===== src/rtl/curtain_pkg.sv =====
// package: constants, types and timing for the light curtain sequencer
package curtain_pkg;
  localparam int unsigned CLK_HZ          = 100_000_000;
  localparam int unsigned CLK_PERIOD_NS   = 10;
  localparam int unsigned STOP_MAX_MS     = 30;
  localparam int unsigned STOP_MAX_CYC    = STOP_MAX_MS * (CLK_HZ / 1000);
  localparam int unsigned OVR_HOLD_S      = 3;
  localparam int unsigned OVR_MAX_S       = 12;
  localparam int unsigned OVR_HOLD_CYC    = OVR_HOLD_S * CLK_HZ;
  localparam int unsigned OVR_MAX_CYC     = OVR_MAX_S * CLK_HZ;
  localparam int unsigned SLOW_HZ         = 1;
  localparam int unsigned FAST_HZ         = 3;
  localparam int unsigned SLOW_HALF_CYC   = CLK_HZ / (2 * SLOW_HZ);
  localparam int unsigned FAST_HALF_CYC   = CLK_HZ / (2 * FAST_HZ);
  localparam int unsigned MUTE_STEPS      = 10;
  localparam logic [3:0]  MUTE_UNLIMITED  = 4'h9;
  localparam logic [3:0]  FN_PROT_LO      = 4'h0;
  localparam logic [3:0]  FN_PROT_HI      = 4'h1;
  localparam logic [3:0]  FN_MUTE_LO      = 4'h2;
  localparam logic [3:0]  FN_MUTE_HI      = 4'h5;
  localparam logic [3:0]  SUB_FB_LO       = 4'h5;
  localparam logic [3:0]  SUB_BAD_A       = 4'h0;
  localparam logic [3:0]  SUB_BAD_B       = 4'h4;
  localparam logic [3:0]  SUB_BAD_C       = 4'h9;
  localparam logic [2:0]  CODE_NONE       = 3'h0;
  localparam logic [2:0]  CODE_CURTAIN    = 3'h1;
  localparam logic [2:0]  CODE_VOLT       = 3'h2;
  localparam logic [2:0]  CODE_MUTE       = 3'h4;
  localparam logic [2:0]  CODE_CONFIG     = 3'h5;
  localparam logic [3:0]  PAUSE_SLOTS     = 4'h4;

  typedef struct packed {
    logic [3:0] func;
    logic [3:0] sub;
  } selector_t;

  typedef struct packed {
    logic relay_a;
    logic relay_b;
    logic led_relay_a;
    logic led_relay_b;
    logic led_ch1;
    logic led_ch2;
    logic fault_lamp;
    logic wait_lamp;
  } indic_t;

  typedef enum logic [2:0] {ST_WAIT, ST_RUN, ST_BLOCK, ST_MUTE, ST_OVR, ST_SPECIAL}
    run_state_t;
endpackage


===== src/rtl/light_curtain_safety_sequencer.sv =====
// light curtain safety sequencer: starts, muting, override and indication
module light_curtain_safety_sequencer
  import curtain_pkg::*;
#(
  parameter int unsigned MUTE_BASE_CYC = 10 * 100_000_000
) (
  // clock and reset
  input  wire logic               core_clk_in,
  input  wire logic               rst_n_in,
  // configuration
  input  wire curtain_pkg::selector_t sel_in,
  // field inputs, curtain high means clear
  input  wire logic [2:0]         curtain_clear_in,
  input  wire logic [3:0]         mute_sensor_in,
  input  wire logic               start_btn_in,
  input  wire logic               feedback_closed_in,
  input  wire logic               mute_lamp_ok_in,
  input  wire logic               undervolt_in,
  input  wire logic               overvolt_in,
  // outputs
  output curtain_pkg::indic_t     ind_out,
  output logic                    mute_lamp_out
);
  import curtain_pkg::*;

  ////////////////////////////////////////////////////////////////////////////
  run_state_t  state_q;
  logic [2:0]  manual_q;
  logic        fb_en_q;
  logic        cfg_bad_q;
  logic        muting_q;
  logic        four_q;
  logic [2:0]  prev_clear_q;
  logic        btn_prev_q;
  logic [2:0]  code_q;
  logic [1:0]  seq_q;
  logic [31:0] mute_cnt_q;
  logic [31:0] hold_cnt_q;
  logic [31:0] ovr_cnt_q;
  logic [31:0] slow_cnt_q;
  logic [31:0] fast_cnt_q;
  logic        slow_tgl_q;
  logic        fast_tgl_q;
  logic [3:0]  slot_q;
  logic        code_phase_q;
  logic        code_lit_q;

  // muting time limit in base units; a simple doubling ladder stands in for the table
  function automatic logic [31:0] mute_limit(input logic [3:0] sub);
    logic [31:0] m;
    m = MUTE_BASE_CYC;
    mute_limit = m << sub[2:0];
  endfunction

  function automatic logic in_range(input logic [3:0] v, input logic [3:0] lo,
                                    input logic [3:0] hi);
    in_range = (v >= lo) && (v <= hi);
  endfunction

  ////////////////////////////////////////////////////////////////////////////
  // configuration decode, registered so the outputs never see a glitch
  logic mute_sel;
  logic prot_sel;
  logic special;
  logic btn_rise;
  logic any_manual_blocked;
  assign mute_sel = in_range(sel_in.func, FN_MUTE_LO, FN_MUTE_HI);
  assign prot_sel = in_range(sel_in.func, FN_PROT_LO, FN_PROT_HI);
  assign special  = undervolt_in || overvolt_in;
  assign btn_rise = start_btn_in && !btn_prev_q;
  assign any_manual_blocked = |(manual_q & ~curtain_clear_in);

  always_ff @(posedge core_clk_in or negedge rst_n_in) begin
    if (!rst_n_in) begin
      manual_q  <= 3'h7;
      fb_en_q   <= 1'b0;
      cfg_bad_q <= 1'b0;
      muting_q  <= 1'b0;
      four_q    <= 1'b0;
    end else begin
      muting_q <= mute_sel;
      four_q   <= sel_in.func[1] == 1'b0 && mute_sel;
      if (mute_sel) begin
        manual_q  <= {2'b11, sel_in.func[0]};
        fb_en_q   <= 1'b0;
        cfg_bad_q <= 1'b0;
      end else begin
        // sub 1..3 / 6..8 pick how many curtains run automatic
        manual_q[0] <= sel_in.func[0];
        manual_q[1] <= !((sel_in.sub == 4'h2) || (sel_in.sub == 4'h3) ||
                         (sel_in.sub == 4'h7) || (sel_in.sub == 4'h8));
        manual_q[2] <= !((sel_in.sub == 4'h3) || (sel_in.sub == 4'h8));
        fb_en_q     <= sel_in.sub >= SUB_FB_LO;
        cfg_bad_q   <= !prot_sel || (sel_in.sub == SUB_BAD_A) ||
                       (sel_in.sub == SUB_BAD_B) || (sel_in.sub >= SUB_BAD_C);
      end
    end
  end

  always_ff @(posedge core_clk_in or negedge rst_n_in) begin
    if (!rst_n_in) begin
      prev_clear_q <= 3'h0;
      btn_prev_q   <= 1'b0;
    end else begin
      prev_clear_q <= curtain_clear_in;
      btn_prev_q   <= start_btn_in;
    end
  end

  logic manual_trip_q; // a manual break owes a start even if it was brief
  always_ff @(posedge core_clk_in or negedge rst_n_in) begin
    if (!rst_n_in) begin
      manual_trip_q <= 1'b0;
    end else if (any_manual_blocked) begin
      manual_trip_q <= 1'b1;
    end else if (state_q == ST_RUN) begin
      manual_trip_q <= 1'b0;
    end
  end

  ////////////////////////////////////////////////////////////////////////////
  // muting sequence: sensors A..B (then C) must rise before the curtain breaks
  logic seq_ok;
  assign seq_ok = (seq_q == 2'h3);
  always_ff @(posedge core_clk_in or negedge rst_n_in) begin
    if (!rst_n_in) begin
      seq_q <= 2'h0;
    end else if (state_q != ST_RUN || !muting_q) begin
      seq_q <= 2'h0;
    end else if (mute_sensor_in[0] && seq_q == 2'h0) begin
      seq_q <= 2'h1;
    end else if (mute_sensor_in[1] && mute_sensor_in[0] && seq_q == 2'h1) begin
      seq_q <= four_q ? 2'h2 : 2'h3;
    end else if (four_q && mute_sensor_in[2] && seq_q == 2'h2) begin
      seq_q <= 2'h3;
    end
  end

  ////////////////////////////////////////////////////////////////////////////
  // main sequencer; each curtain, muting or voltage stop changes state_q in one cycle and opens the relays one cycle later, well inside the stop budget
  logic mute_pair;
  assign mute_pair = mute_sensor_in[0] && mute_sensor_in[1];
  always_ff @(posedge core_clk_in or negedge rst_n_in) begin
    if (!rst_n_in) begin
      state_q <= ST_WAIT;
      code_q  <= CODE_NONE;
    end else if (special) begin
      state_q <= ST_SPECIAL;
      code_q  <= CODE_VOLT;
    end else if (cfg_bad_q) begin
      state_q <= ST_BLOCK;
      code_q  <= CODE_CONFIG;
    end else begin
      case (state_q)
        ST_SPECIAL: begin
          state_q <= ST_WAIT;
          code_q  <= CODE_NONE;
        end
        ST_WAIT: begin
          if (&curtain_clear_in && (!fb_en_q || feedback_closed_in) &&
              (!muting_q || mute_lamp_ok_in) && (btn_rise || manual_q == 3'h0)) begin
            state_q <= ST_RUN;
            code_q  <= CODE_NONE;
          end
        end
        ST_RUN: begin
          if (muting_q && !curtain_clear_in[0] && &curtain_clear_in[2:1] && seq_ok) begin
            state_q <= ST_MUTE;
          end else if (!(&curtain_clear_in)) begin
            state_q <= ST_BLOCK;
            code_q  <= CODE_CURTAIN;
          end
        end
        ST_MUTE: begin
          if (!(&curtain_clear_in[2:1])) begin
            state_q <= ST_BLOCK;
            code_q  <= CODE_CURTAIN;
          end else if ((sel_in.sub != MUTE_UNLIMITED) &&
                       (mute_cnt_q >= mute_limit(sel_in.sub))) begin
            state_q <= ST_BLOCK;
            code_q  <= CODE_MUTE;
          end else if (!mute_pair && !curtain_clear_in[0]) begin
            state_q <= ST_BLOCK;
            code_q  <= CODE_MUTE;
          end else if (curtain_clear_in[0] && !mute_pair) begin
            state_q <= ST_RUN;
          end
        end
        ST_BLOCK: begin
          if (muting_q && mute_pair && !curtain_clear_in[0] && &curtain_clear_in[2:1] &&
              hold_cnt_q >= OVR_HOLD_CYC) begin
            state_q <= ST_OVR;
          end else if (btn_rise && &curtain_clear_in &&
                       (!muting_q || mute_lamp_ok_in) && (!fb_en_q || feedback_closed_in)) begin
            state_q <= ST_RUN;
            code_q  <= CODE_NONE;
          end else if (!manual_trip_q && (!muting_q || mute_lamp_ok_in) &&
                       code_q == CODE_CURTAIN && &curtain_clear_in) begin
            state_q <= ST_RUN;
            code_q  <= CODE_NONE;
          end
        end
        ST_OVR: begin
          if (!start_btn_in || !(mute_sensor_in[0] || mute_sensor_in[1]) ||
              ovr_cnt_q >= OVR_MAX_CYC) begin
            state_q <= ST_BLOCK;
          end
        end
        default: state_q <= ST_WAIT;
      endcase
    end
  end

  ////////////////////////////////////////////////////////////////////////////
  // timers
  always_ff @(posedge core_clk_in or negedge rst_n_in) begin
    if (!rst_n_in) begin
      mute_cnt_q <= 32'h0000_0000;
    end else if (state_q == ST_MUTE) begin
      mute_cnt_q <= mute_cnt_q + 32'h0000_0001;
    end else begin
      mute_cnt_q <= 32'h0000_0000;
    end
  end

  always_ff @(posedge core_clk_in or negedge rst_n_in) begin
    if (!rst_n_in) begin
      hold_cnt_q <= 32'h0000_0000;
      ovr_cnt_q  <= 32'h0000_0000;
    end else begin
      hold_cnt_q <= (start_btn_in && state_q == ST_BLOCK) ? hold_cnt_q + 32'h0000_0001
                                                           : 32'h0000_0000;
      ovr_cnt_q  <= (state_q == ST_OVR) ? ovr_cnt_q + 32'h0000_0001 : 32'h0000_0000;
    end
  end

  // flash bases; codes count slots of the slow blinker so bursts stay readable
  always_ff @(posedge core_clk_in or negedge rst_n_in) begin
    if (!rst_n_in) begin
      slow_cnt_q <= 32'h0000_0000;
      fast_cnt_q <= 32'h0000_0000;
      slow_tgl_q <= 1'b0;
      fast_tgl_q <= 1'b0;
    end else begin
      slow_cnt_q <= (slow_cnt_q >= SLOW_HALF_CYC - 1) ? 32'h0000_0000
                                                       : slow_cnt_q + 32'h0000_0001;
      fast_cnt_q <= (fast_cnt_q >= FAST_HALF_CYC - 1) ? 32'h0000_0000
                                                       : fast_cnt_q + 32'h0000_0001;
      if (slow_cnt_q >= SLOW_HALF_CYC - 1) slow_tgl_q <= !slow_tgl_q;
      if (fast_cnt_q >= FAST_HALF_CYC - 1) fast_tgl_q <= !fast_tgl_q;
    end
  end

  // code burst: code flashes, then a dark pause of several slots
  always_ff @(posedge core_clk_in or negedge rst_n_in) begin
    if (!rst_n_in) begin
      slot_q       <= 4'h0;
      code_phase_q <= 1'b0;
      code_lit_q   <= 1'b0;
    end else if (slow_cnt_q >= SLOW_HALF_CYC - 1) begin
      code_phase_q <= !code_phase_q;
      if (code_phase_q) begin
        slot_q <= (slot_q >= {1'b0, code_q} + PAUSE_SLOTS - 4'h1) ? 4'h0 : slot_q + 4'h1;
      end
      code_lit_q <= !code_phase_q && (slot_q < {1'b0, code_q});
    end
  end

  ////////////////////////////////////////////////////////////////////////////
  // outputs
  logic on_q;
  assign on_q = (state_q == ST_RUN) || (state_q == ST_MUTE) || (state_q == ST_OVR);
  always_ff @(posedge core_clk_in or negedge rst_n_in) begin
    if (!rst_n_in) begin
      ind_out       <= '0;
      mute_lamp_out <= 1'b0;
    end else begin
      ind_out.relay_a     <= on_q;
      ind_out.relay_b     <= on_q;
      ind_out.led_relay_a <= on_q;
      ind_out.led_relay_b <= on_q;
      ind_out.led_ch2     <= (state_q == ST_SPECIAL) ? code_lit_q : 1'b1;
      case (state_q)
        ST_RUN, ST_MUTE: ind_out.led_ch1 <= 1'b1;
        ST_OVR:  ind_out.led_ch1 <= 1'b1;
        ST_WAIT: ind_out.led_ch1 <= slow_tgl_q;
        ST_BLOCK: ind_out.led_ch1 <= (start_btn_in && muting_q && mute_pair) ? fast_tgl_q
                                                                          : code_lit_q;
        ST_SPECIAL: ind_out.led_ch1 <= code_lit_q;
        default: ind_out.led_ch1 <= 1'b0;
      endcase
      ind_out.fault_lamp <= (state_q == ST_SPECIAL) ? 1'b0 :
                            (state_q == ST_MUTE) ? 1'b1 :
                            (state_q == ST_BLOCK) ? code_lit_q : 1'b0;
      ind_out.wait_lamp  <= (state_q == ST_WAIT) ? 1'b1 :
                            (state_q == ST_BLOCK) ? slow_tgl_q : 1'b0;
      mute_lamp_out <= (state_q == ST_MUTE) ? 1'b1 :
                       (state_q == ST_BLOCK && muting_q && mute_pair) ? fast_tgl_q :
                       (state_q == ST_BLOCK && code_q == CODE_MUTE) ? code_lit_q : 1'b0;
    end
  end

  ////////////////////////////////////////////////////////////////////////////
  // assertions
  property p_relay_pair;
    @(posedge core_clk_in) disable iff (!rst_n_in) ind_out.relay_a == ind_out.relay_b;
  endproperty
  a_relay_pair: assert property (p_relay_pair) else $error("relays disagree");

  property p_leds_follow;
    @(posedge core_clk_in) disable iff (!rst_n_in)
      ind_out.led_relay_a == ind_out.relay_a && ind_out.led_relay_b == ind_out.relay_b;
  endproperty
  a_leds_follow: assert property (p_leds_follow) else $error("relay led mismatch");

  property p_stop_fast;
    @(posedge core_clk_in) disable iff (!rst_n_in)
      (state_q == ST_RUN && !curtain_clear_in[1]) |=> ##1 !ind_out.relay_a;
  endproperty
  a_stop_fast: assert property (p_stop_fast) else $error("relay late to open");

  property p_special_off;
    @(posedge core_clk_in) disable iff (!rst_n_in)
      special |=> ##1 (!ind_out.relay_a && !ind_out.fault_lamp && !ind_out.wait_lamp);
  endproperty
  a_special_off: assert property (p_special_off) else $error("special not honoured");

  property p_no_auto_clear;
    @(posedge core_clk_in) disable iff (!rst_n_in)
      (state_q == ST_BLOCK && code_q == CODE_MUTE && !btn_rise && !special) |=>
        state_q inside {ST_BLOCK, ST_OVR};
  endproperty
  a_no_auto_clear: assert property (p_no_auto_clear) else $error("mute fault cleared");

  property p_ch2_on;
    @(posedge core_clk_in) disable iff (!rst_n_in)
      $past(state_q) != ST_SPECIAL && state_q != ST_SPECIAL |-> ##1 ind_out.led_ch2;
  endproperty
  a_ch2_on: assert property (p_ch2_on) else $error("ch2 led dark");

  property p_wait_lamp;
    @(posedge core_clk_in) disable iff (!rst_n_in)
      (state_q == ST_WAIT && !special) |=> ind_out.wait_lamp;
  endproperty
  a_wait_lamp: assert property (p_wait_lamp) else $error("wait lamp dark");

  property p_mute_lamp;
    @(posedge core_clk_in) disable iff (!rst_n_in)
      state_q == ST_MUTE |=> (mute_lamp_out && ind_out.fault_lamp);
  endproperty
  a_mute_lamp: assert property (p_mute_lamp) else $error("muting lamp off");

  property p_ovr_bound;
    @(posedge core_clk_in) disable iff (!rst_n_in)
      state_q == ST_OVR |-> ovr_cnt_q <= OVR_MAX_CYC;
  endproperty
  a_ovr_bound: assert property (p_ovr_bound) else $error("override too long");

  c_mute: cover property (@(posedge core_clk_in) disable iff (!rst_n_in) state_q == ST_MUTE);
  c_ovr: cover property (@(posedge core_clk_in) disable iff (!rst_n_in) state_q == ST_OVR);
  c_fail4: cover property (@(posedge core_clk_in) disable iff (!rst_n_in)
                           code_q == CODE_MUTE);
  c_run: cover property (@(posedge core_clk_in) disable iff (!rst_n_in) state_q == ST_RUN);
endmodule


===== config.mk =====
export PLATFORM = sky130hd
export DESIGN_NAME = light_curtain_safety_sequencer
export DESIGN_NICKNAME = d
export VERILOG_FILES = /design/src/rtl/curtain_pkg.sv /design/src/rtl/light_curtain_safety_sequencer.sv
export SDC_FILE = /design/constraint.sdc
export NUM_CORES = 1
export LEC_CHECK = 0
export BUFFER_PORTS_ARGS = -buffer_cell sky130_fd_sc_hd__buf_2
export CAP_MARGIN = 20
export CORE_ASPECT_RATIO = 1.1
export CORE_MARGIN = 1.5
export CORE_UTILIZATION = 67
export CTS_CLUSTER_DIAMETER = 80
export DETAILED_ROUTE_END_ITERATION = 16
export MAX_ROUTING_LAYER = met4
export PLACE_DENSITY_LB_ADDON = 0.3
export SKIP_CTS_REPAIR_TIMING = 1
export SLEW_MARGIN = 5
export SYNTH_ARGS = -nofsm -noshare
export SYNTH_HDL_FRONTEND = slang
export SYNTH_SLANG_ARGS = --single-unit
export TNS_END_PERCENT = 20

===== constraint.sdc =====
create_clock -name core_clk_in -period 4.2 [get_ports core_clk_in]
set_input_delay 0.84 -clock core_clk_in [delete_from_list [all_inputs] [get_ports core_clk_in]]
set_output_delay 0.84 -clock core_clk_in [all_outputs]
set_load 0.005 [all_outputs]

==> impl_metrics.toml <==
[synthesis]
synthTopCellsByArea = "dfrtp_1 47%, xor2_1 7.2%, nor2_1 6.9%"
synth.most_common_cell = "dfrtp_1"
netlist_area_mm2 = 0.0100
yosysWarnings = 0
avgSynthCellArea_um2 = 9.55
ys_ff_latch = 191
ys_types = 64
syn-instance-count = 1050
yosysSeqAreaShare_pct = 47.7
yosysTopAreaCell = "dfrtp_1"
synth_common_cells = "188 x dfrtp_1, 184 x nor2_1, 82 x xor2_1, 77 x nand2_1, 68 x nand3_1"
synth-edff-count = 0
yosys_most_used_dff = "dfrtp_1"
synthArstFlopShare_pct = 100
yosysTopAreaCellShare_pct = 46.9

[clock_network]
cts_root_buffer = "clkbuf_16"
clk_latency_ns = 0.44
cts.sinks = 191
clockBufferDepth = 2
htreeDepth = 4
numCtsBuffers = 17
path_clk_slew_ns = 0.07
cts_tree = "done"

[finish]
instances_no_fill = 1296
nets = 1163
area_growth_pct = 10.1
drive_gt1_share_pct = 8.08

[power_and_ir_drop]
total_power_w = 0.00393
p_leak_nw = 4.82
p_per_area_mw_per_mm2 = 356
vdd_ir_drop_max_mv = 0.296

[worst_hold_path]
holdPathStages = 1
min_path_type = "register to register"

[placed_design]
place_congestion = 0.894
dpl.hpwl_mm = 13.1
dpl_worst_slack_ns = 0.223
dp_cells = 1262
io_buffers = 29

[floorplanning]
dieArea_mm2 = 0.0157
die-height_um = 131
fp.dieW_um = 120
core_area_mm2 = 0.0145
ioPinCount = 31
initial_core_util_pct = 69.2
rows = 46

[sta]
hold_viol_final = 0
hold_slack_ns = 0.447
setup_viol = 0
finalSetupTns_ns = 0
worst_pin_slew_ns = 0.922
grt_setup_unrepaired = "no"
fin_skew_ns = 0.00877
fin_crit_ns = 3.55
slew_violations = 0
max_freq_mhz = 282
slew_headroom_pct = 37.9
fin_ws_ns = 0.652
period_share_pct = 84.5

[detailed_routing]
vias = 7461
antenna_left = 0
dr.pass1.iters = 5
initialDrtViolationCount = 459
drc = 0
via_per_inst = 5.76
drt-total-wl_mm = 19.3
wl_per_cell_um = 14.9

[global_routing]
grt_util_all_layers_pct = 26.7
grt_overflow = 0
grt.busiest_layer = "met2"
grt_util_met3_pct = 4.60
use_met1_pct = 34.8
met2_usage_pct = 43.5
grt_pass1_wl_mm = 33.5
first_global_vias = 7216
grt_max_degree = 100
antenna_found_initial = 1

[run]
drv_cap = 0

[setup_path]
worstPathRequired_ns = 4.52
cp_max_fo = 8
critPathCaptureType = "register"
reg2reg_setup_slack_ns = 1.48
crit_type = "input port to register"
reg2regPathDepth = 8
crit_arrival_ns = 3.87
critical_path.startpoint_type = "input port"

[outcome]
status = "finished clean"
[per-layer routing]
metal	share of wire (%)	routed length (um)	up-vias
met5	0	0	-
met4	1.5	280	0
met3	3.1	601	26
met2	50	9700	136
met1	45	8720	3639
li1	-	-	3660
[per-stage QoR]
step	instance area [um^2]	util (%)
after floorplan	10100	-
after global placement	10400	71.7
after detailed placement	10400	71.9
after CTS	11000	76.1
after global routing	11000	76.1
final	11000	76.1
[cell usage in the layout, fill, tap and decap left out, types with 28 or more instances in the layout]
master / count
a21oi_1: 32
buf_2: 28
dfrtp_1: 188
ha_1: 52
inv_1: 49
nand2_1: 77
nand3_1: 68
nand4_1: 28
nor2_1: 184
xnor2_1: 47
xor2_1: 82
[sequential cells by signal, summed over array words and instances (netlist names)]
name,cells
btn_prev_q,1
cfg_bad_q,1
code_lit_q,1
code_phase_q,1
code_q,3
fast_cnt_q,32
fast_tgl_q,1
fb_en_q,1
four_q,1
hold_cnt_q,32
ind_out,5
manual_q,3
manual_trip_q,1
mute_cnt_q,32
mute_lamp_out,1
muting_q,1
ovr_cnt_q,32
seq_q,2
slot_q,4
slow_cnt_q,32
slow_tgl_q,1
state_q,3
[power by group]
group / switching [W] / internal (W) / leakage (nW)
Clock: 0.000706 / 0.000952 / 0.300
Sequential: 0.0000521 / 0.00189 / 2.57
Combinational: 0.000193 / 0.000131 / 1.95
Total: 0.000951 / 0.00298 / 4.82
[kinds of logic (layout without fill, tap and decap cells)]
kind of cell,after synthesis,in the layout,synth area share [%]
simple gates,482,482,23.6
flops,191,191,47.7
xor+xnor,129,129,11.3
compound gates,116,116,7.71
buf+inv,77,116,3.04
fa+ha+maj,52,52,6.49
mux,2,2,0.200
other cells,1,16,0.0374
[worst max-delay path: stages]
cell and delay, ns:
buf_2 0.16, inv_1 0.11, ha_1 0.35, nand2b_1 0.18
and2_1 0.16, ha_1 0.29, nand4_1 0.12, nor4_2 0.36
o221ai_2 0.19, nand4_2 0.13, nand3_2 0.10, or4b_1 0.50
a311o_1 0.36
[area by class of cell]
type                       instances  area, um^2
clock inverter                    14         163
inverter                          49         184
timing repair buffer              35         231
sequential                       191        4780
fill                            1023        3460
antenna                            2        5.00
multi-input combinational        795        4990
clock buffer                      18         439
tap                              192         240
[worst paths after layout]
kind | from | to
min in group asynchronous | rst_n_in | ovr_cnt_q[14]$_DFF_PN0_
max reg2reg | mute_cnt_q[27]$_DFF_PN0_ | state_q[0]$_DFFE_PN0P_
max | sel_in[0] | state_q[0]$_DFFE_PN0P_
min | four_q$_DFF_PN0_ | seq_q[0]$_DFFE_PN0P_
max in group asynchronous | rst_n_in | slow_cnt_q[31]$_DFF_PN0_
min reg2reg | four_q$_DFF_PN0_ | seq_q[0]$_DFFE_PN0P_
(Power assumes the default switching activity.)
